`src/design/lcd_vac_consts.svh`:
```
// Register indices, field positions, reset values and timing counts of the
// vertical drive and AC-conversion timing block.
// Assumes inclusion by bare name from the package and the design modules.
`ifndef LCD_VAC_CONSTS_SVH
`define LCD_VAC_CONSTS_SVH

// Register indices; the Wishbone byte address is four times the index.
`define IDX_TRANS_LINK    14'h1000
`define IDX_POL_MODE      14'h1001
`define IDX_POL_FIX       14'h1002
`define IDX_INV_POS_A     14'h100E
`define IDX_INV_POS_B     14'h100F
`define IDX_SH_PHASE      14'h1015
`define IDX_VPOS_UPPER    14'h1021
`define IDX_VCK_POS_LOW   14'h1024
`define IDX_VST_POS_LOW   14'h1025
`define IDX_GATE_A        14'h102C
`define IDX_GATE_B        14'h102D
`define IDX_STATUS        14'h1030

// Field positions.
`define BIT_SHARE         0
`define BIT_MODE_HI       1
`define BIT_MODE_LO       0
`define BIT_VST_POL       2
`define BIT_VCK_POL       3
`define BIT_VST_FIX       0
`define BIT_VCK_FIX       1
`define BIT_INV_OE        0
`define BIT_COMP_OE       1
`define BIT_VOE           0

// Reset values.
`define RST_MODE          2'h3
`define RST_BYTE          8'h00

// Timing counts.
`define LINE_REF_DOTS     3'h5
`define SHP_STEPS         64
`define HCOUNT_W          11

`endif

```
`src/design/lcd_vac_pkg.sv`:
```
// Types shared by the vertical drive and AC-conversion timing modules.
// Assumes the constants header is on the include path.
`include "lcd_vac_consts.svh"

package lcd_vac_pkg;

	typedef enum logic [1:0] {
		SYNC_WAIT  = 2'b01,
		SYNC_DELAY = 2'b10
	} sync_e;

	typedef struct packed {
		logic                  hs_meta;
		logic                  hs_sync;
		logic                  hs_prev;
		logic                  vs_meta;
		logic                  vs_sync;
		logic                  vs_prev;
		logic                  vs_seen;
		logic                  dn_meta;
		logic                  dn_sync;
		logic                  div;
		logic                  dot_en;
		sync_e                 st;
		logic [2:0]            dly;
		logic [`HCOUNT_W-1:0]  hcount;
		logic                  line_ref;
		logic                  frame_line;
	} lineref_s;

	typedef struct packed {
		logic [`SHP_STEPS-1:0][5:0] taps;
		logic [5:0]                 out;
	} hphase_s;

	typedef struct packed {
		logic        wb_ack;
		logic [31:0] wb_dat;
		logic        share;
		logic [1:0]  mode;
		logic        vst_pol;
		logic        vck_pol;
		logic        vst_fix;
		logic        vck_fix;
		logic [9:0]  inv_pos;
		logic [5:0]  sample_hold_phase;
		logic [9:0]  vck_pos;
		logic [9:0]  vst_pos;
		logic        inv_oe;
		logic        comp_oe;
		logic        output_gate_b;
		logic        vst_pend;
		logic        vst_raw;
		logic        vck_raw;
		logic        frp_raw;
		logic        line_par;
		logic [1:0]  frame_cnt;
		logic [10:0] hck_cnt;
		logic        hck;
		logic        vst_out;
		logic        vck_out;
		logic        enb_out;
		logic        frp_out;
		logic        frame_inversion_complement_out;
	} core_s;

endpackage : lcd_vac_pkg

```
`src/design/lcd_vac_line_if.sv`:
```
// Line timing carried from the line reference module to the core.
// Assumes both ends run on the one master clock.
`timescale 1ns/1ps
`include "lcd_vac_consts.svh"

interface lcd_vac_line_if;
	logic                  dot_en;
	logic                  line_ref;
	logic                  frame_line;
	logic                  scan_dir;
	logic [`HCOUNT_W-1:0]  hcount;

	modport src  (output dot_en, line_ref, frame_line, scan_dir, hcount);
	modport sink (input  dot_en, line_ref, frame_line, scan_dir, hcount);
endinterface : lcd_vac_line_if

```
`src/design/lcd_vac_timing.sv`:
```
// Vertical drive and AC-conversion timing generator with a Wishbone
// register file, line reference and half-dot horizontal phase shift.
// Assumes a classic Wishbone master on i_mclk and asynchronous sync pins.
`timescale 1ns/1ps
`include "lcd_vac_consts.svh"

module lcd_vac_timing #(
	parameter logic [10:0] HCK_HALF_DOTS = 11'h006,
	parameter logic [10:0] ENB_DOTS      = 11'h010
) (
	// Clock and reset
	input  wire logic          i_mclk,
	input  wire logic          i_reset,
	// Wishbone slave
	input  wire logic          i_wb_cyc,
	input  wire logic          i_wb_stb,
	input  wire logic          i_wb_we,
	input  wire logic [15:0]   i_wb_adr,
	input  wire logic [31:0]   i_wb_dat,
	input  wire logic [3:0]    i_wb_sel,
	output logic      [31:0]   o_wb_dat,
	output logic               o_wb_ack,
	// Sync and direction pins
	input  wire logic          i_horiz_sync_input,
	input  wire logic          i_vsync,
	input  wire logic          i_scan_direction,
	// Horizontal transfer pulses
	output logic               o_horiz_start_pulse,
	output logic               o_precharge_start_pulse,
	output logic               o_horiz_clock_a,
	output logic               o_horiz_clock_b,
	output logic               o_data_clock_a,
	output logic               o_data_clock_b,
	// Vertical and AC-conversion pulses
	output logic               o_vert_start_pulse,
	output logic               o_vert_clock_pulse,
	output logic               o_line_enable_pulse,
	output logic               o_frame_inversion_pulse,
	output logic               o_frame_inversion_complement
);

	////////////////////////////////////////////////////////////////////////
	// Helpers.

	function automatic logic pos_hit(
		input logic [`HCOUNT_W-1:0] cnt,
		input logic [`HCOUNT_W-1:0] pos
	);
		return cnt == pos;
	endfunction : pos_hit

	// Returns the driven level of a pulse given its polarity controls.
	function automatic logic pol_out(
		input logic raw,
		input logic pol,
		input logic fix,
		input logic scan_direction
	);
		logic positive;
		positive = fix ? pol : (pol == scan_direction);
		return positive ? raw : ~raw;
	endfunction : pol_out

	////////////////////////////////////////////////////////////////////////
	// Submodules.

	lcd_vac_line_if line ();

	lcd_vac_pkg::core_s r;
	lcd_vac_pkg::core_s n;

	logic [5:0] h_raw;
	logic [5:0] h_shifted;

	lcd_vac_lineref u_lineref (
		.i_mclk             (i_mclk),
		.i_reset            (i_reset),
		.i_horiz_sync_input (i_horiz_sync_input),
		.i_vsync            (i_vsync),
		.i_scan_direction   (i_scan_direction),
		.line               (line)
	);

	lcd_vac_hphase u_hphase (
		.i_mclk   (i_mclk),
		.i_reset  (i_reset),
		.i_pulses (h_raw),
		.i_shp    (r.sample_hold_phase),
		.o_pulses (h_shifted)
	);

	////////////////////////////////////////////////////////////////////////
	// Horizontal pulse shapes, before the half-dot shift.

	logic hst_raw;
	logic pst_raw;

	always_comb begin
		hst_raw = line.hcount < (HCK_HALF_DOTS << 1);
		pst_raw = (line.hcount >= HCK_HALF_DOTS) &&
			(line.hcount < (HCK_HALF_DOTS + (HCK_HALF_DOTS << 1)));
		h_raw = {~r.hck, r.hck, ~r.hck, r.hck, pst_raw, hst_raw};
	end

	////////////////////////////////////////////////////////////////////////
	// Register file, vertical timing and output gating.

	logic [`HCOUNT_W-1:0] vst_at;
	logic [`HCOUNT_W-1:0] vck_at;
	logic [`HCOUNT_W-1:0] inv_at;
	logic                 vst_hit;
	logic                 vck_hit;
	logic                 inv_hit;
	logic                 frame_term;
	logic                 line_term;

	always_comb begin
		vst_at = {r.vst_pos, 1'b0} + `HCOUNT_W'(2);
		vck_at = {1'b0, r.vck_pos} + `HCOUNT_W'(1);
		inv_at = {1'b0, r.inv_pos} + `HCOUNT_W'(1);
		vst_hit = line.dot_en && pos_hit(line.hcount, vst_at);
		vck_hit = line.dot_en && pos_hit(line.hcount, vck_at);
		inv_hit = line.dot_en && pos_hit(line.hcount, inv_at);
		// Modes 00 1F/1H, 01 2F/1H, 10 1F, 11 2F.
		frame_term = r.mode[`BIT_MODE_LO] ? r.frame_cnt[1] :
			r.frame_cnt[0];
		line_term = ~r.mode[`BIT_MODE_HI] & r.line_par;
	end

	logic [13:0] idx;
	logic [7:0]  rd;
	logic        wr;

	always_comb begin
		n = r;
		idx = i_wb_adr[15:2];
		rd = `RST_BYTE;
		wr = i_wb_cyc && i_wb_stb && i_wb_we && i_wb_sel[0] && r.wb_ack;

		if (idx == `IDX_TRANS_LINK) begin
			rd = {7'h00, r.share};
		end else if (idx == `IDX_POL_MODE) begin
			rd = {4'h0, r.vck_pol, r.vst_pol, r.mode};
		end else if (idx == `IDX_POL_FIX) begin
			rd = {6'h00, r.vck_fix, r.vst_fix};
		end else if (idx == `IDX_INV_POS_A) begin
			rd = r.inv_pos[7:0];
		end else if (idx == `IDX_INV_POS_B) begin
			rd = {6'h00, r.inv_pos[9:8]};
		end else if (idx == `IDX_SH_PHASE) begin
			rd = {2'h0, r.sample_hold_phase};
		end else if (idx == `IDX_VPOS_UPPER) begin
			rd = {4'h0, r.vst_pos[9:8], r.vck_pos[9:8]};
		end else if (idx == `IDX_VCK_POS_LOW) begin
			rd = r.vck_pos[7:0];
		end else if (idx == `IDX_VST_POS_LOW) begin
			rd = r.vst_pos[7:0];
		end else if (idx == `IDX_GATE_A) begin
			rd = {6'h00, r.comp_oe, r.inv_oe};
		end else if (idx == `IDX_GATE_B) begin
			rd = {7'h00, r.output_gate_b};
		end else if (idx == `IDX_STATUS) begin
			rd = {4'h0, line.scan_dir, r.frp_raw, r.vck_raw, r.vst_raw};
		end

		// One-wait-state answer; unmapped addresses read zero.
		n.wb_ack = i_wb_cyc && i_wb_stb && !r.wb_ack;
		if (n.wb_ack && !i_wb_we) begin
			n.wb_dat = {24'h000000, rd};
		end

		if (wr) begin
			if (idx == `IDX_TRANS_LINK) begin
				n.share = i_wb_dat[`BIT_SHARE];
			end else if (idx == `IDX_POL_MODE) begin
				n.mode = i_wb_dat[`BIT_MODE_HI:`BIT_MODE_LO];
				n.vst_pol = i_wb_dat[`BIT_VST_POL];
				n.vck_pol = i_wb_dat[`BIT_VCK_POL];
			end else if (idx == `IDX_POL_FIX) begin
				n.vst_fix = i_wb_dat[`BIT_VST_FIX];
				n.vck_fix = i_wb_dat[`BIT_VCK_FIX];
			end else if (idx == `IDX_INV_POS_A) begin
				n.inv_pos[7:0] = i_wb_dat[7:0];
			end else if (idx == `IDX_INV_POS_B) begin
				n.inv_pos[9:8] = i_wb_dat[1:0];
			end else if (idx == `IDX_SH_PHASE) begin
				n.sample_hold_phase = i_wb_dat[5:0];
			end else if (idx == `IDX_VPOS_UPPER) begin
				n.vck_pos[9:8] = i_wb_dat[1:0];
				n.vst_pos[9:8] = i_wb_dat[3:2];
			end else if (idx == `IDX_VCK_POS_LOW) begin
				n.vck_pos[7:0] = i_wb_dat[7:0];
			end else if (idx == `IDX_VST_POS_LOW) begin
				n.vst_pos[7:0] = i_wb_dat[7:0];
			end else if (idx == `IDX_GATE_A) begin
				n.inv_oe = i_wb_dat[`BIT_INV_OE];
				n.comp_oe = i_wb_dat[`BIT_COMP_OE];
			end else if (idx == `IDX_GATE_B) begin
				n.output_gate_b = i_wb_dat[`BIT_VOE];
			end
		end

		// Horizontal clock restarts low at every line reference.
		if (line.line_ref) begin
			n.hck_cnt = 11'h000;
			n.hck = 1'b0;
		end else if (line.dot_en) begin
			if (r.hck_cnt >= (HCK_HALF_DOTS - 11'h001)) begin
				n.hck_cnt = 11'h000;
				n.hck = ~r.hck;
			end else begin
				n.hck_cnt = r.hck_cnt + 11'h001;
			end
		end

		// Vertical start is one line wide, starting on the first line
		// after a frame edge.
		if (vst_hit) begin
			n.vst_raw = r.vst_pend;
			n.vst_pend = 1'b0;
		end
		if (line.line_ref) begin
			n.line_par = ~r.line_par;
			if (line.frame_line) begin
				n.vst_pend = 1'b1;
				n.frame_cnt = r.frame_cnt + 2'h1;
			end
		end

		if (inv_hit) begin
			n.frp_raw = frame_term ^ line_term;
		end
		if (r.share ? inv_hit : vck_hit) begin
			n.vck_raw = ~r.vck_raw;
		end

		n.vst_out = r.output_gate_b &
			pol_out(r.vst_raw, r.vst_pol, r.vst_fix, line.scan_dir);
		n.vck_out = r.output_gate_b &
			pol_out(r.vck_raw, r.vck_pol, r.vck_fix, line.scan_dir);
		n.enb_out = r.output_gate_b & (line.hcount < ENB_DOTS);
		n.frp_out = r.inv_oe & r.frp_raw;
		n.frame_inversion_complement_out = r.comp_oe & ~r.frp_raw;
	end

	always_ff @(posedge i_mclk or posedge i_reset) begin
		if (i_reset) begin
			r <= '{mode: `RST_MODE, default: '0};
		end else begin
			r <= n;
		end
	end

	////////////////////////////////////////////////////////////////////////
	// Outputs.

	assign o_wb_dat = r.wb_dat;
	assign o_wb_ack = r.wb_ack;
	assign o_horiz_start_pulse = h_shifted[0];
	assign o_precharge_start_pulse = h_shifted[1];
	assign o_horiz_clock_a = h_shifted[2];
	assign o_horiz_clock_b = h_shifted[3];
	assign o_data_clock_a = h_shifted[4];
	assign o_data_clock_b = h_shifted[5];
	assign o_vert_start_pulse = r.vst_out;
	assign o_vert_clock_pulse = r.vck_out;
	assign o_line_enable_pulse = r.enb_out;
	assign o_frame_inversion_pulse = r.frp_out;
	assign o_frame_inversion_complement = r.frame_inversion_complement_out;

endmodule : lcd_vac_timing

```
`src/design/lcd_vac_lineref.sv`:
```
// Line reference: synchronises the sync and direction pins, divides the
// master clock to the dot rate and runs the per-line dot counter.
// Assumes pins are asynchronous to i_mclk.
`timescale 1ns/1ps
`include "lcd_vac_consts.svh"

module lcd_vac_lineref (
	// Clock and reset
	input  wire logic     i_mclk,
	input  wire logic     i_reset,
	// Pins
	input  wire logic     i_horiz_sync_input,
	input  wire logic     i_vsync,
	input  wire logic     i_scan_direction,
	// Line timing
	lcd_vac_line_if.src   line
);

	lcd_vac_pkg::lineref_s r;
	lcd_vac_pkg::lineref_s n;

	always_comb begin
		n = r;
		n.hs_meta = i_horiz_sync_input;
		n.hs_sync = r.hs_meta;
		n.hs_prev = r.hs_sync;
		n.vs_meta = i_vsync;
		n.vs_sync = r.vs_meta;
		n.vs_prev = r.vs_sync;
		n.dn_meta = i_scan_direction;
		n.dn_sync = r.dn_meta;
		n.div = ~r.div;
		n.dot_en = r.div;
		n.line_ref = 1'b0;
		n.frame_line = 1'b0;
		if (r.dot_en && (r.hcount != {`HCOUNT_W{1'b1}})) begin
			n.hcount = r.hcount + `HCOUNT_W'(1);
		end
		case (r.st)
			lcd_vac_pkg::SYNC_WAIT: begin
			end
			lcd_vac_pkg::SYNC_DELAY: begin
				if (r.dot_en) begin
					n.dly = r.dly + 3'h1;
					if (r.dly == (`LINE_REF_DOTS - 3'h1)) begin
						n.st = lcd_vac_pkg::SYNC_WAIT;
						n.line_ref = 1'b1;
						n.hcount = '0;
						n.frame_line = r.vs_seen;
						n.vs_seen = 1'b0;
					end
				end
			end
			default: begin
				n.st = lcd_vac_pkg::SYNC_WAIT;
			end
		endcase
		// A frame edge arriving as the flag is consumed is kept.
		if (r.vs_sync && !r.vs_prev) begin
			n.vs_seen = 1'b1;
		end
		if (r.hs_sync && !r.hs_prev) begin
			n.st = lcd_vac_pkg::SYNC_DELAY;
			n.dly = 3'h0;
		end
	end

	always_ff @(posedge i_mclk or posedge i_reset) begin
		if (i_reset) begin
			// The counter starts parked at its end, so no pulse timed from it is made
			// until the first line reference.
			r <= '{st: lcd_vac_pkg::SYNC_WAIT, hcount: '1, default: '0};
		end else begin
			r <= n;
		end
	end

	assign line.dot_en = r.dot_en;
	assign line.line_ref = r.line_ref;
	assign line.frame_line = r.frame_line;
	assign line.scan_dir = r.dn_sync;
	assign line.hcount = r.hcount;

endmodule : lcd_vac_lineref

```
`src/design/lcd_vac_hphase.sv`:
```
// Half-dot phase shifter for the six horizontal transfer pulses.
// Assumes one master clock cycle is half a dot.
`timescale 1ns/1ps
`include "lcd_vac_consts.svh"

module lcd_vac_hphase (
	// Clock and reset
	input  wire logic        i_mclk,
	input  wire logic        i_reset,
	// Pulses and phase
	input  wire logic [5:0]  i_pulses,
	input  wire logic [5:0]  i_shp,
	output logic      [5:0]  o_pulses
);

	lcd_vac_pkg::hphase_s r;
	lcd_vac_pkg::hphase_s n;

	// All six pulses share one tap, so their mutual phase never changes.
	always_comb begin
		n = r;
		n.taps = {r.taps[`SHP_STEPS-2:0], i_pulses};
		n.out = r.taps[~i_shp];
	end

	always_ff @(posedge i_mclk or posedge i_reset) begin
		if (i_reset) begin
			r <= '0;
		end else begin
			r <= n;
		end
	end

	assign o_pulses = r.out;

endmodule : lcd_vac_hphase

```
`config.mk`:
```
export PLATFORM = sky130hd
export DESIGN_NAME = lcd_vac_timing
export DESIGN_NICKNAME = d
export VERILOG_FILES = /design/src/design/lcd_vac_pkg.sv /design/src/design/lcd_vac_line_if.sv /design/src/design/lcd_vac_timing.sv /design/src/design/lcd_vac_lineref.sv /design/src/design/lcd_vac_hphase.sv
export VERILOG_INCLUDE_DIRS = /design/src /design/src/design
export SDC_FILE = /design/constraint.sdc
export NUM_CORES = 1
export LEC_CHECK = 0
export BUFFER_PORTS_ARGS = -buffer_cell sky130_fd_sc_hd__buf_2
export CAP_MARGIN = 10
export CORE_MARGIN = 2
export CORE_UTILIZATION = 50
export CTS_CLUSTER_SIZE = 8
export DETAILED_ROUTE_END_ITERATION = 8
export MAX_ROUTING_LAYER = met4
export PLACE_DENSITY = 0.78
export SYNTH_ARGS = -nofsm -noshare
export SYNTH_HDL_FRONTEND = slang
export SYNTH_SLANG_ARGS = --single-unit
```
`constraint.sdc`:
```
create_clock -name i_mclk -period 13.2 [get_ports i_mclk]
set_clock_uncertainty 0.1 [all_clocks]
set_input_delay 2.64 -clock i_mclk [delete_from_list [all_inputs] [get_ports i_mclk]]
set_output_delay 2.64 -clock i_mclk [all_outputs]
set_load 0.05 [all_outputs]
```
Word-level counts from Yosys, hierarchy flattened

Index checks and enable logic that the tools add are counted.

$add $sub $neg: 7
$lt $le $gt $ge: 6
Equality and inequality tests: 24
Muxes and demuxes: 38
Bitwise operators: 25
Reductions and logical operators: 40

Operator list:

| kind                                                                          | number |
|---|---|
| 14-bit by 13-bit == test with 1-bit output, second input constant             | 12 |
| 8-bit 2-to-1 mux                                                              | 9 |
| 6-bit binary-select mux with 6-bit select                                     | 1 |
| 11-bit == test                                                                | 3 |
| 12-bit 2-to-1 mux                                                             | 2 |
| 10-bit by 1-bit adder with 11-bit output, second input constant               | 2 |
| 11-bit by 1-bit adder with 11-bit output, second input constant               | 2 |
| 11-bit by 3-bit >= comparator with 1-bit output, second input constant        | 2 |
| 11-bit by 5-bit less-than comparator with 1-bit output, second input constant | 2 |
| 11-bit 2-to-1 mux                                                             | 2 |
| 18-bit 2-to-1 mux                                                             | 1 |
| 1-bit inverter                                                                | 17 |
| 16-bit 2-to-1 mux                                                             | 1 |
| 2-bit nonzero test                                                            | 7 |
| 1-bit logical AND                                                             | 13 |
| 1-bit 2-to-1 mux                                                              | 13 |
| 13-bit 2-to-1 mux                                                             | 1 |
| 4-bit 2-to-1 mux                                                              | 3 |
| 12-bit AND reduction                                                          | 1 |
| 11-bit by 2-bit adder with 11-bit output, second input constant               | 1 |
| 11-bit by 4-bit less-than comparator with 1-bit output, second input constant | 1 |
| 11-bit != test, second input constant                                         | 1 |
| 11-bit AND reduction                                                          | 1 |
| 10-bit AND reduction                                                          | 1 |
| 25 further kinds                                                              | 41 |

Register bits: 498
Input port bits: 60
Output and inout bits: 44
Logic and storage cells: 252

Logic depth before layout (Yosys ltp)

Gate-level depths: netlist (run 1).

Depth after elaboration: 13
Mapped depth: 9
Depth with buffers taken out: 8

Hierarchy

Synthesis (run 1) repeated with hierarchy kept, for this count alone.

Cells, all modules: 1,297
Area, all modules: 19,364.8 um^2

Modules (own cells, without submodules):

| module          | instances | cells each | area an instance (um^2) | sequential area each (um^2) |
|---|---|---|---|---|
| lcd_vac_hphase  | 1         | 636        | 12,992.5                | 9,759.4 |
| lcd_vac_timing  | 1         | 546        | 5,107.4                 | 1,979.4 |
| lcd_vac_lineref | 1         | 115        | 1,265.0                 | 740.7 |

Worst setup path after synthesis (run 1)

No wires, ideal clock.

Kind: input -> register
Start: in i_wb_adr[11]
End: reg r[61] in the netlist's numbering
Library setup time: 128 ps
Arrival time: 4,306 ps
Data required time: 12,972 ps
Path slack: 8,666 ps
Cell stages on the path: 6
Path buffers: 0
Cells stage by stage: or4_4 -> nor3_4 -> and3_2 -> nand2_2 -> nor3_2 -> mux2_1

Longest elaborated chain between the ends: 3
Elaborated cells between the ends (all ways): 10
Classes of those cells: eq/ne (5); bitwise (4); reduce/logical (1)

RTL lines:

| element                                              | RTL line              | source |
|---|---|---|
| from (decl)                                          | lcd_vac_timing.sv:18  | `input wire logic [15:0] i_wb_adr,` |
| 14-bit by 13-bit == test with 1-bit output (no line) | n/a                   |  |
| 1-bit inverter (no line)                             | n/a                   |  |
| 6-bit AND reduction (no line) (*)                    | n/a                   |  |
| to (signal assigned)                                 | lcd_vac_timing.sv:250 | `r <= n;` |
| to (decl)                                            | lcd_vac_timing.sv:69  | `lcd_vac_pkg::core_s r;` |

Mark *: on every way between the ends. The rest lies on a longest branch, timed or not.
A chain may end at the register's enable or synchronous reset.

==> results by group, run 1 <==
CTS
  – Setup Fix Bufs, Post-CTS: 0
  – Number of CTS-inserted buffers: 52
  – H-tree levels: 2
  – Worst skew pair latency: 0.57 ns
  – Longest Clk Path Bufs: 3
  – Post-CTS sizing: 0
  – Hold Buf Count CTS: 0
  – CTS tree: built
  – CTS root buffer: clkbuf_16
  – CTS clk-pin slew, worst paths: 0.05 ns
  – CTS Sinks: around 370

Worst setup path
  – Crit path kind: in2async
  – Critical-path cell list: buf_2 > inv_8 > buf_4 > buf_4
  – Reg2reg path depth: 5
  – Startpoint Class: primary input
  – Crit. End Element: async pin
  – RR Startpoint: r[47]
  – CP max-delay cell: buf_4
  – Worst-path maximum fanout: around 150
  – Crit path arrival time: ~5.3 ns
  – WP data required: roughly 14 ns
  – Critical Path Max Stage Delay: about 0.86 ns
  – Reg-to-reg endpoint: u_hphase.o_pulses[3]
  – CP Launch Point: i_reset
  – Critical Path Most Common Cell: buf_4
  – FF-to-FF setup slack: ~10 ns

Min path
  – Hold Crit Class: reg2reg
  – Worst hold path stage count: 0
  – Hold path startpoint: u_hphase.n[75]
  – Hold EP: u_hphase.n[81]

Timing
  – Setup_tns: 0 ns
  – Final hold vios: 0
  – Final setup fails: 0
  – Post-route setup slack: ~8.4 ns
  – Worst-Margin Slew: 1.054 ns
  – RSZ-0062 raised after global routing: no
  – Final Max Slew Viols: 0
  – Ratio of final minimum period to clock period: 0.3629
  – Max_slew headroom: 0.2974
  – F_max: ~0.21 GHz
  – Worst hold slack: roughly 0.24 ns
  – Min Tclk post-route: roughly 4.8 ns

Yosys
  – Post-Synthesis Cells: 1034
  – Count leader, synth: dfrtp_1
  – Synthesized area: ~15000 µm²
  – Post-synth top cells: dfrtp_1 (354), mux4_2 (80), nor2_1 (50)
  – Number of synthesized register bits: 368
  – Library cells used by synthesis: 79
  – Top_reg_cell synth: dfrtp_1
  – Seq/Total Area, Yosys: 0.6143
  – Synth area leaders: dfrtp_1 (59%), mux4_2 (12%), dfstp_2 (2.4%), xnor2_1 (2.3%), mux2_2 (2.3%)
  – Post-synth EDFFs: 0
  – Syn. warnings: 0
  – Cell taking the most area after synthesis: dfrtp_1
  – Avg Inst Size Synth: roughly 15 µm²
  – FFs w/ async S/R, synth: 1.000
  – Synth top area share: 0.5899

Power and ir drop
  – Peak VDD IR: approximately 0.00011 V
  – Pwr Density: about 150 nW/µm²
  – Leak: between 7 and 8 nW

Outcome
  – Status: finished clean

Die
  – Die area: between 30000 and 40000 µm²
  – Die height: ~180 µm
  – Core ar.: between 20000 and 30000 µm²
  – # rows: 63
  – Die W: around 180 µm
  – Initial Utilization: 0.5067
  – I/O pin count: 104

Detailed routing
  – Via count: about 8800
  – Wirelength per Cell: ~21 µm
  – Drt pass-1 iters: 5
  – Initial DRC Count: between 800 and 900
  – Routed WL: around 31000 µm
  – # DRC: 0
  – Post-route ant nets: 0
  – Drt via density: slightly below 6

Placed design
  – Post-DP HPWL: a little under 20000 µm
  – Dpl cell area: around 15000 µm²
  – Pre-CTS setup slack: 7.681 ns
  – GPL Wtd Cong: 0.9249
  – DP Cell Count: 1418
  – IO Port Bufs: 50

Global routing
  – First-pass GRT wire length: 50780 µm
  – Gr usage total: 0.2151
  – Largest net degree at the start of global routing: 146
  – Initial antenna violation count: 0
  – Vias in the first global route: 9059
  – Grt ovf: 0

Finish
  – Final instance area: 16880 µm²
  – Number of nets in the layout: between 1000 and 1500
  – # diodes: 0
  – Non-Filler Instances: about 1500
  – Layout cells sized above 1: 0.2527
  – Area Growth Syn to Fin: 12.37%

Job
  – Max cap viols: 0
==> state kept, by name, summed over array words and instances (netlist names) <==
name and cells:
o_wb_dat 8, u_lineref.line.frame_line 1, o_frame_inversion_pulse 1, u_lineref.line.scan_dir 1
r 64, u_lineref.line.hcount 11, u_lineref.r 8, o_wb_ack 1
o_line_enable_pulse 1, u_lineref.n 6, h_raw 1, u_hphase.r 4
u_hphase.n 252, u_lineref.line.line_ref 1, u_lineref.line.dot_en 1, o_frame_inversion_complement 1
o_vert_clock_pulse 1, u_hphase.o_pulses 4, o_vert_start_pulse 1
==> cells by family (layout without fill, tap and decap cells) <==
kind of cell	after synthesis	after routing	share of synthesized area
flops	368	368	0.6143
simple gates	249	249	0.09548
mux	129	129	0.1575
compound gates	116	116	0.05324
buf+inv	103	146	0.03757
xor+xnor	60	60	0.03499
fa+ha+maj	8	8	0.006665
other cells	1	24	0.0002497
==> through the flow <==
stage | utilization | power, W
floorplan | - | 0.001305
global placement | 0.5198 | 0.001325
detailed placement | 0.5198 | 0.001332
CTS | 0.5694 | 0.002528
global route | 0.5694 | 0.002594
finish | 0.5694 | 0.002505
==> routing by layer <==
metal | share of wire | vias to the layer above | GRT usage
met5 | 0 | - | -
met2 | 0.49 | 297 | 0.3314
met1 | 0.42 | 4586 | 0.2929
li1 | - | 3797 | -
met4 | 0.030 | 0 | 0.07343
met3 | 0.057 | 80 | 0.03856
==> cell usage in the layout, fill, tap and decap left out, types with 13 or more instances in the layout <==
cell type  count
clkbuf_1      15
o21ai_0       23
nand2_1       47
xor2_1        20
nor3_1        13
xnor2_1       40
clkbuf_16     52
conb_1        24
buf_2         50
nand3_1       29
dfstp_2       14
a21oi_1       22
inv_1         16
nor2_1        50
nor2b_1       15
dfrtp_1      352
mux4_2        80
mux2_2        31
==> worst max path at each step <==
| stage | to | cells past startpoint | slack (ns) |
|---|---|---|---|
| after floorplan | h_raw[2] | 1 | 0.27 |
| after global placement | u_hphase.r[388] | 4 | 7.80 |
| after detailed placement | u_hphase.r[388] | 4 | 7.68 |
| after CTS | u_hphase.n[192] | 4 | 8.26 |
| after global routing | u_hphase.n[204] | 4 | 7.87 |
| final | u_hphase.n[192] | 4 | 8.41 |
==> area by class of cell <==
class                           instances  area [µm²]
Multi-Input combinational cell        586        5314
Sequential cell                       368        9231
Inverter                               17       71.32
Fill cell                            2245       12760
Clock buffer                           68        1371
Timing Repair Buffer                   57       302.8
Tap cell                              390       488.0
Clock inverter                          4       97.59
==> worst max-delay path: cells and delay by family <==
family,cells,cell delay [ns]
buffers and inverters,4,2.42
==> report_power, final <==
| group | total [W] | switching (W) | internal [W] | leakage, nW |
|---|---|---|---|---|
| logic | 0.000105 | 0.0000723 | 0.0000324 | 2.03 |
| clock network | 0.00119 | 0.000470 | 0.000719 | 0.700 |
| registers | 0.00121 | 0.0000327 | 0.00118 | 4.53 |
| total | 0.00250 | 0.000575 | 0.00193 | 7.26 |
(Power assumes the default switching activity.)
==> run 2, diff against run 1 <==
--- a/config.mk
+++ b/config.mk
@@ -13,7 +13,7 @@
 export CTS_CLUSTER_SIZE = 8
 export DETAILED_ROUTE_END_ITERATION = 8
 export MAX_ROUTING_LAYER = met4
-export PLACE_DENSITY = 0.78
+export PLACE_DENSITY = 0.75
 export SYNTH_ARGS = -nofsm -noshare
 export SYNTH_HDL_FRONTEND = slang
 export SYNTH_SLANG_ARGS = --single-unit
==> constraint.sdc (replaced) <==
create_clock -name i_mclk -period 4.5 [get_ports i_mclk]
set_clock_uncertainty 0.1 [all_clocks]
set_input_delay 0.9 -clock i_mclk [delete_from_list [all_inputs] [get_ports i_mclk]]
set_output_delay 0.9 -clock i_mclk [all_outputs]
set_load 0.05 [all_outputs]
==> run 2 against run 1 <==
Compared with the run above:
- worst hold slack better by 0.0084 ns
- global-route usage shrank 0.083 points
- worst setup slack worse by 6.9 ns
- routed wire length fell by 1.6%
- via count decreased by 1.5%
- first-iteration DRC count is 13% lower
- combinational power increased to 3.0 times the previous value
- clock power grew to 2.9 times the previous value
- critical path depth up 4
- cell area is essentially flat
- non-clock buffer count is the same
- power rose to 2.9 times the previous value
- largest cell class unchanged
==> results by group, run 2 (synthesis gave the netlist of run 1 again) <==
Outcome
  – Status: finished clean

CTS
  – CTS clk-pin slew, worst paths: 0.05 ns (about the same)
  – Worst skew pair latency: 0.57 ns (about the same)
  – Hold Buf Count CTS: 0 (unchanged)
  – CTS root buffer: clkbuf_16
  – Setup Fix Bufs, Post-CTS: 0 (unchanged)
  – Number of CTS-inserted buffers: 52 (unchanged)
  – CTS Sinks: 368 (unchanged)
  – CTS tree: built
  – Longest Clk Path Bufs: 3 (unchanged)
  – Post-CTS sizing: 0 (unchanged)
  – H-tree levels: 2 (unchanged)

Global routing
  – Grt ovf: 0 (unchanged)
  – First-pass GRT wire length: 51080 µm (+0.60%)
  – Vias in the first global route: 9110 (+0.56%)
  – Initial antenna violation count: 1 (+1)
  – Largest net degree at the start of global routing: 183 (+25%)
  – Gr usage total: 0.2143 (-0.0008265)

Timing
  – Max_slew headroom: 0.2575 (-0.03985)
  – Final hold vios: 0 (unchanged)
  – F_max: roughly 0.33 GHz
  – Worst-Margin Slew: 1.114 ns (+0.05978 ns)
  – Final Max Slew Viols: 0 (unchanged)
  – Final setup fails: 0 (unchanged)
  – Ratio of final minimum period to clock period: 0.6755
  – Worst hold slack: 0.2476 ns (+0.008359 ns)
  – Setup_tns: 0 ns (unchanged)
  – Min Tclk post-route: roughly 3.0 ns
  – RSZ-0062 raised after global routing: no

Finish
  – Register Area: 9231 µm² (unchanged)
  – Core Util, Final: 0.5698 (about the same)
  – Number of nets in the layout: 1150 (unchanged)
  – Commonest non-fill, non-tap cells in the layout: dfrtp_1 (352), mux4_2 (80), clkbuf_16 (52), nor2_1 (50), buf_2 (50)
  – # diodes: 0 (unchanged)
  – FILL cells: 2306 (+2.7%)
  – Commonest non-fill, non-tap cell in the layout: dfrtp_1
  – Max reg flops: 252 (unchanged)
  – Layout cells sized above 1: 0.2518 (-0.0009091)
  – Multi-input gate area: 5314 µm² (unchanged)
  – Area Growth Syn to Fin: 12.45% (about the same)

Die
  – Initial Utilization: 0.5067 (unchanged)
  – Die height: 177.3 µm (unchanged)
  – Core ar.: 29640 µm² (unchanged)
  – Die W: 177.3 µm (unchanged)
  – I/O pin count: 104 (unchanged)
  – Die area: 31440 µm² (unchanged)
  – # rows: 63 (unchanged)

Power and ir drop
  – Pint: 0.005643 W (+190%)
  – Power, Total: 0.007320 W (+190%)
  – Pwr Density: 433.5 nW/µm² (+190%)
  – Net Sw Power: 0.001677 W (+190%)
  – Comb pwr share: 0.043 (about the same)
  – Clock group share of total power: 0.472 (-0.003)
  – Leak: 7.261 nW (about the same)
  – Peak VDD IR: 0.0002930 V (+170%)
  – Sw frac: 0.2291 (-0.0006288)
  – Flop pwr share: 0.485 (+0.002)

Detailed routing
  – Drt pass-1 iters: 5 (unchanged)
  – Initial DRC Count: 719 (-13%)
  – Routed WL: 30930 µm (-1.6%)
  – # DRC: 0 (unchanged)
  – Drt via density: 5.789 (-1.5%)
  – Wirelength per Cell: 20.76 µm (-1.6%)
  – Via count: 8625 (-1.5%)
  – Post-route ant nets: 0 (unchanged)

Worst setup path
  – Crit. End Element: flop
  – Reg2reg path depth: 8 (+3)
  – Worst-path maximum fanout: 12 (-92%)
  – Crit path kind: reg2reg
  – Crit path arrival time: 3.36 ns (-1.89 ns)
  – FF-to-FF setup slack: 1.46 ns (-8.52 ns)
  – Startpoint Class: flop
  – WP data required: 4.82 ns (-8.84 ns)

Placed design
  – IO Port Bufs: 50 (unchanged)
  – Post-DP HPWL: 19140 µm (-1.8%)
  – GPL Wtd Cong: 0.9110 (-1.5%)

Min path
  – Hold Crit Class: reg2reg
  – Worst hold path stage count: 0 (unchanged)

Job
  – Max cap viols: 0 (unchanged)
[run 2: cell types whose count changed in the layout (fill, tap and decap cells not counted), sizes merged]
cell / previous run / this run
clkinv: 3 / 4
inv: 17 / 16
[run 2: worst max-delay path, cell delays in order (launching register included)]
cell and delay (ns):
dfrtp_1 0.53, ha_1 0.48, nor2b_1 0.22, nand3b_1 0.09, a211oi_1 0.28, o21ai_1 0.13
a221oi_1 0.46, nand3_1 0.26, mux2_1 0.37
[run 2: path summary, 6_finish.rpt]
| check | start | endpoint |
|---|---|---|
| setup / recovery | r[53] | r[20] |
| hold / removal | u_lineref.n[24] | u_lineref.n[23] |
| setup reg to reg | r[53] | r[20] |
| hold reg to reg | u_lineref.n[24] | u_lineref.n[23] |
| max in group asynchronous | i_reset | r[48] |
| min in group asynchronous | i_reset | u_hphase.n[132] |
[run 2: layout make-up]
type / count / area share
multi-input cells: 586 / 0.3147
clock inverters: 4 / 0.005038
repair buffers: 57 / 0.02015
well taps: 390 / 0.02890
clock buffers: 68 / 0.08061
flip-flops and latches: 368 / 0.5466
inverters: 17 / 0.004001
[run 2: routing by layer]
metal	share of wire	vias to the layer above	GRT usage
li1	-	3807	-
met1	0.45	4528	0.3045
met2	0.47	227	0.3121
met3	0.055	63	0.04477
met4	0.027	0	0.07104
met5	0	-	-
[run 2: power groups by stage]
stage / combinational [W] / clock (W) / sequential [W]
6_report: 0.000313 / 0.00346 / 0.00355
5_1_grt: 0.000351 / 0.00368 / 0.00357
4_1_cts: 0.000317 / 0.00352 / 0.00355
3_5_place_dp: 0.000316 / 0 / 0.00360
3_3_place_gp: 0.000307 / 0 / 0.00358
2_1_floorplan: 0.000268 / 0 / 0.00356
[run 2: metrics by stage]
step | setup WS [ns] | instance area [µm²] | instances
after global routing | 1.348 | 16890 | 1490
after floorplan | -1.427 | 15110 | 1057
final | 1.460 | 16890 | 1490
after CTS | 1.561 | 16890 | 1490
after detailed placement | 1.403 | 15440 | 1418
after global placement | 1.413 | 15440 | 1418
==> run 3, diff against run 2 <==
--- a/config.mk
+++ b/config.mk
@@ -13,7 +13,7 @@
 export CTS_CLUSTER_SIZE = 8
 export DETAILED_ROUTE_END_ITERATION = 8
 export MAX_ROUTING_LAYER = met4
-export PLACE_DENSITY = 0.75
+export PLACE_DENSITY = 0.78
 export SYNTH_ARGS = -nofsm -noshare
 export SYNTH_HDL_FRONTEND = slang
 export SYNTH_SLANG_ARGS = --single-unit
==> constraint.sdc (replaced) <==
create_clock -name i_mclk -period 2.6 [get_ports i_mclk]
set_clock_uncertainty 0.1 [all_clocks]
set_input_delay 0.52 -clock i_mclk [delete_from_list [all_inputs] [get_ports i_mclk]]
set_output_delay 0.52 -clock i_mclk [all_outputs]
set_load 0.05 [all_outputs]
==> run 3 against run 2 <==
Compared with the run above:
- sequential power is 73% higher
- flip-flop and latch count unchanged
- power grew 73%
- clock-buffer cell count down 1
- sequential share of layout area is 1.7 points lower
- cell count grew 3.8%
- global-route usage rose by 0.85 points
- largest power group unchanged
- worst setup slack lost 1.4 ns
- highest routed layer unchanged
- critical path type unchanged
- cell area up 3.3%
- critical endpoint is now r[22]
- non-clock buffer count grew 58
- die area did not move
==> results by group, run 3 (synthesis gave the netlist of run 1 again) <==
Global routing
  – Gr usage total: 0.2228 (+0.008453)
  – First-pass GRT wire length: 52870 µm (+3.5%)
  – Vias in the first global route: 9594 (+5.3%)
  – Grt ovf: 0 (unchanged)
  – Initial antenna violation count: 0 (-1)
  – Largest net degree at the start of global routing: 145 (-21%)

Min path
  – Hold Crit Class: in2reg

Die
  – # rows: 63 (unchanged)
  – Die height: 177.3 µm (unchanged)
  – Initial Utilization: 0.5067 (unchanged)
  – Core ar.: 29640 µm² (unchanged)
  – Die W: 177.3 µm (unchanged)
  – Die area: 31440 µm² (unchanged)
  – I/O pin count: 104 (unchanged)

Finish
  – Area Growth Syn to Fin: 16.12%
  – Commonest non-fill, non-tap cells in the layout: dfrtp_1 (352), mux4_2 (80), clkbuf_16 (51)
  – Layout cells sized above 1: 0.2898 (+0.03797)
  – Number of nets in the layout: 1207 (+5.0%)
  – # diodes: 0 (unchanged)
  – Non-Filler Instances: 1546 (+3.8%)
  – Commonest non-fill, non-tap cell in the layout: dfrtp_1
  – Core Util, Final: 0.5884 (+0.01862)
  – Max reg flops: 252 (unchanged)
  – FILL cells: 2161 (-6.3%)

Worst setup path
  – CP max-delay cell: or4_4
  – Top delay family on crit path: simple AND/OR/NAND/NOR gates
  – Worst path bufs/invs: 1 (+1)
  – Critical Path Max Stage Delay: 0.43 ns (-0.10 ns)
  – Crit path arrival time: 2.89 ns (-0.47 ns)
  – WP data required: 2.94 ns (-1.88 ns)
  – Startpoint Class: flop
  – Critical-path cell list: ha_4 > xor2_1 > nor4b_2 > nand3_1 > or4_4 > a311oi_2 > buf_4 > mux2_4
  – Crit. End Element: flop
  – Crit path kind: reg2reg
  – Worst-path maximum fanout: 2 (-10)

CTS
  – H-tree levels: 2 (unchanged)
  – Number of CTS-inserted buffers: 51 (-1.9%)
  – CTS clk-pin slew, worst paths: 0.05 ns (about the same)
  – CTS root buffer: clkbuf_16
  – Longest Clk Path Bufs: 3 (unchanged)
  – CTS Sinks: 368 (unchanged)
  – CTS tree: built
  – Worst skew pair latency: 0.57 ns (about the same)

Placed design
  – Post-DP HPWL: 20870 µm (+9.0%)
  – GPL Wtd Cong: 0.9717 (+6.7%)
  – DP Cell Count: 1472 (+3.8%)
  – IO Port Bufs: 50 (unchanged)

Detailed routing
  – Initial DRC Count: 779 (+8.3%)
  – Via count: 9105 (+5.6%)
  – Drt pass-1 iters: 7 (+2)
  – Post-route ant nets: 0 (unchanged)
  – # DRC: 0 (unchanged)
  – Wirelength per Cell: 21.03 µm (+1.3%)
  – Routed WL: 32520 µm (+5.1%)
  – Drt via density: 5.889 (+1.7%)

Timing
  – Final Max Slew Viols: 0 (unchanged)
  – F_max: 0.3917 GHz (+19%)
  – Final setup fails: 0 (unchanged)
  – Ratio of final minimum period to clock period: 0.9820 (+0.3065)
  – Worst-Margin Slew: 0.7315 ns (-0.3822 ns)
  – Min Tclk post-route: 2.553 ns (-0.4866 ns)
  – Max_slew headroom: 0.5123 (+0.2548)
  – RSZ-0062 raised after global routing: yes
  – Final hold vios: 0 (unchanged)

Power and ir drop
  – Peak VDD IR: 0.0005366 V (+83%)
  – Clock group share of total power: 0.469 (-0.003)
  – Pint: 0.009726 W (+72%)
  – Leak: 7.562 nW (+4.1%)
  – Net Sw Power: 0.002910 W (+74%)
  – Flop pwr share: 0.485 (about the same)
  – Sw frac: 0.2303 (+0.001210)
  – Comb pwr share: 0.046 (+0.003)
  – Pwr Density: 724.6 nW/µm² (+67%)

Job
  – Max cap viols: 0 (unchanged)

Outcome
  – Status: finished clean
run 3: path summary, 6_finish.rpt:
path	startpoint	endpoint	slack, ns	cells past startpoint
min in group asynchronous	i_reset	u_hphase.n[16]	0.34	3
worst min-delay path	i_wb_dat[7]	r[44]	0.13	2
worst max register to register	r[27]	r[22]	0.05	8
worst min register to register	u_lineref.n[27]	u_lineref.n[26]	0.24	0
max in group asynchronous	i_reset	u_hphase.n[282]	1.12	4
worst max-delay path	r[27]	r[22]	0.05	8
run 3: timing repair:
item / in CTS / in global routing
pin swaps: 0 / 3
hold endpoints to repair: 4 / 0
hold buffers: 4 / 0
buffers inserted: 0 / 0
resized for setup: 1 / 6
gates cloned: 0 / 0
endpoints found under the setup margin: 1 / 2
run 3: through the flow:
| step | hold WS (ns) | area, µm² | total power (W) | setup WS (ns) | setup TNS (ns) |
|---|---|---|---|---|---|
| floorplan | 0.2312 | 15110 | 0.006630 | -2.947 | -1065.55 |
| global placement | 0.2347 | 15930 | 0.006750 | 0.02148 | 0 |
| detailed placement | 0.2362 | 15930 | 0.006788 | -0.01184 | -0.01184 |
| CTS | 0.1205 | 17410 | 0.01275 | 0.02863 | 0 |
| global route | 0.1346 | 17440 | 0.01308 | -0.06842 | -0.06842 |
| finish | 0.1332 | 17440 | 0.01264 | 0.04676 | 0 |
run 3: cell type report:
cell class,instances,area (µm²),share of cell area
clock buffer,67,1336,0.07663
clock inverter,3,90.09,0.005166
inverter,17,67.56,0.003874
multi-input combinational,586,5349,0.3067
sequential,368,9231,0.5293
tap,390,488.0,0.02798
timing repair buffer,115,877.1,0.05029
run 3: power by group through the flow:
| stage | clock [W] | combinational (W) | sequential (W) |
|---|---|---|---|
| finish | 0.00593 | 0.000577 | 0.00613 |
| global route | 0.00629 | 0.000637 | 0.00615 |
| CTS | 0.00604 | 0.000583 | 0.00613 |
| detailed placement | 0 | 0.000574 | 0.00621 |
| global placement | 0 | 0.000555 | 0.00620 |
| floorplan | 0 | 0.000463 | 0.00617 |
run 3: per-layer routing:
| layer | up-vias | share of wire | global-route usage |
|---|---|---|---|
| met5 | - | 0 | - |
| met1 | 4767 | 0.42 | 0.3050 |
| met3 | 97 | 0.065 | 0.04092 |
| met4 | 0 | 0.031 | 0.07889 |
| li1 | 3905 | - | - |
| met2 | 336 | 0.48 | 0.3390 |
run 3: worst register-to-register path, cell delays in order, from the launching register on:
cell and delay [ns]:
dfrtp_1 0.42, ha_4 0.26, xor2_1 0.14, nor4b_2 0.26, nand3_1 0.10, or4_4 0.43
a311oi_2 0.27, buf_4 0.17, mux2_4 0.29
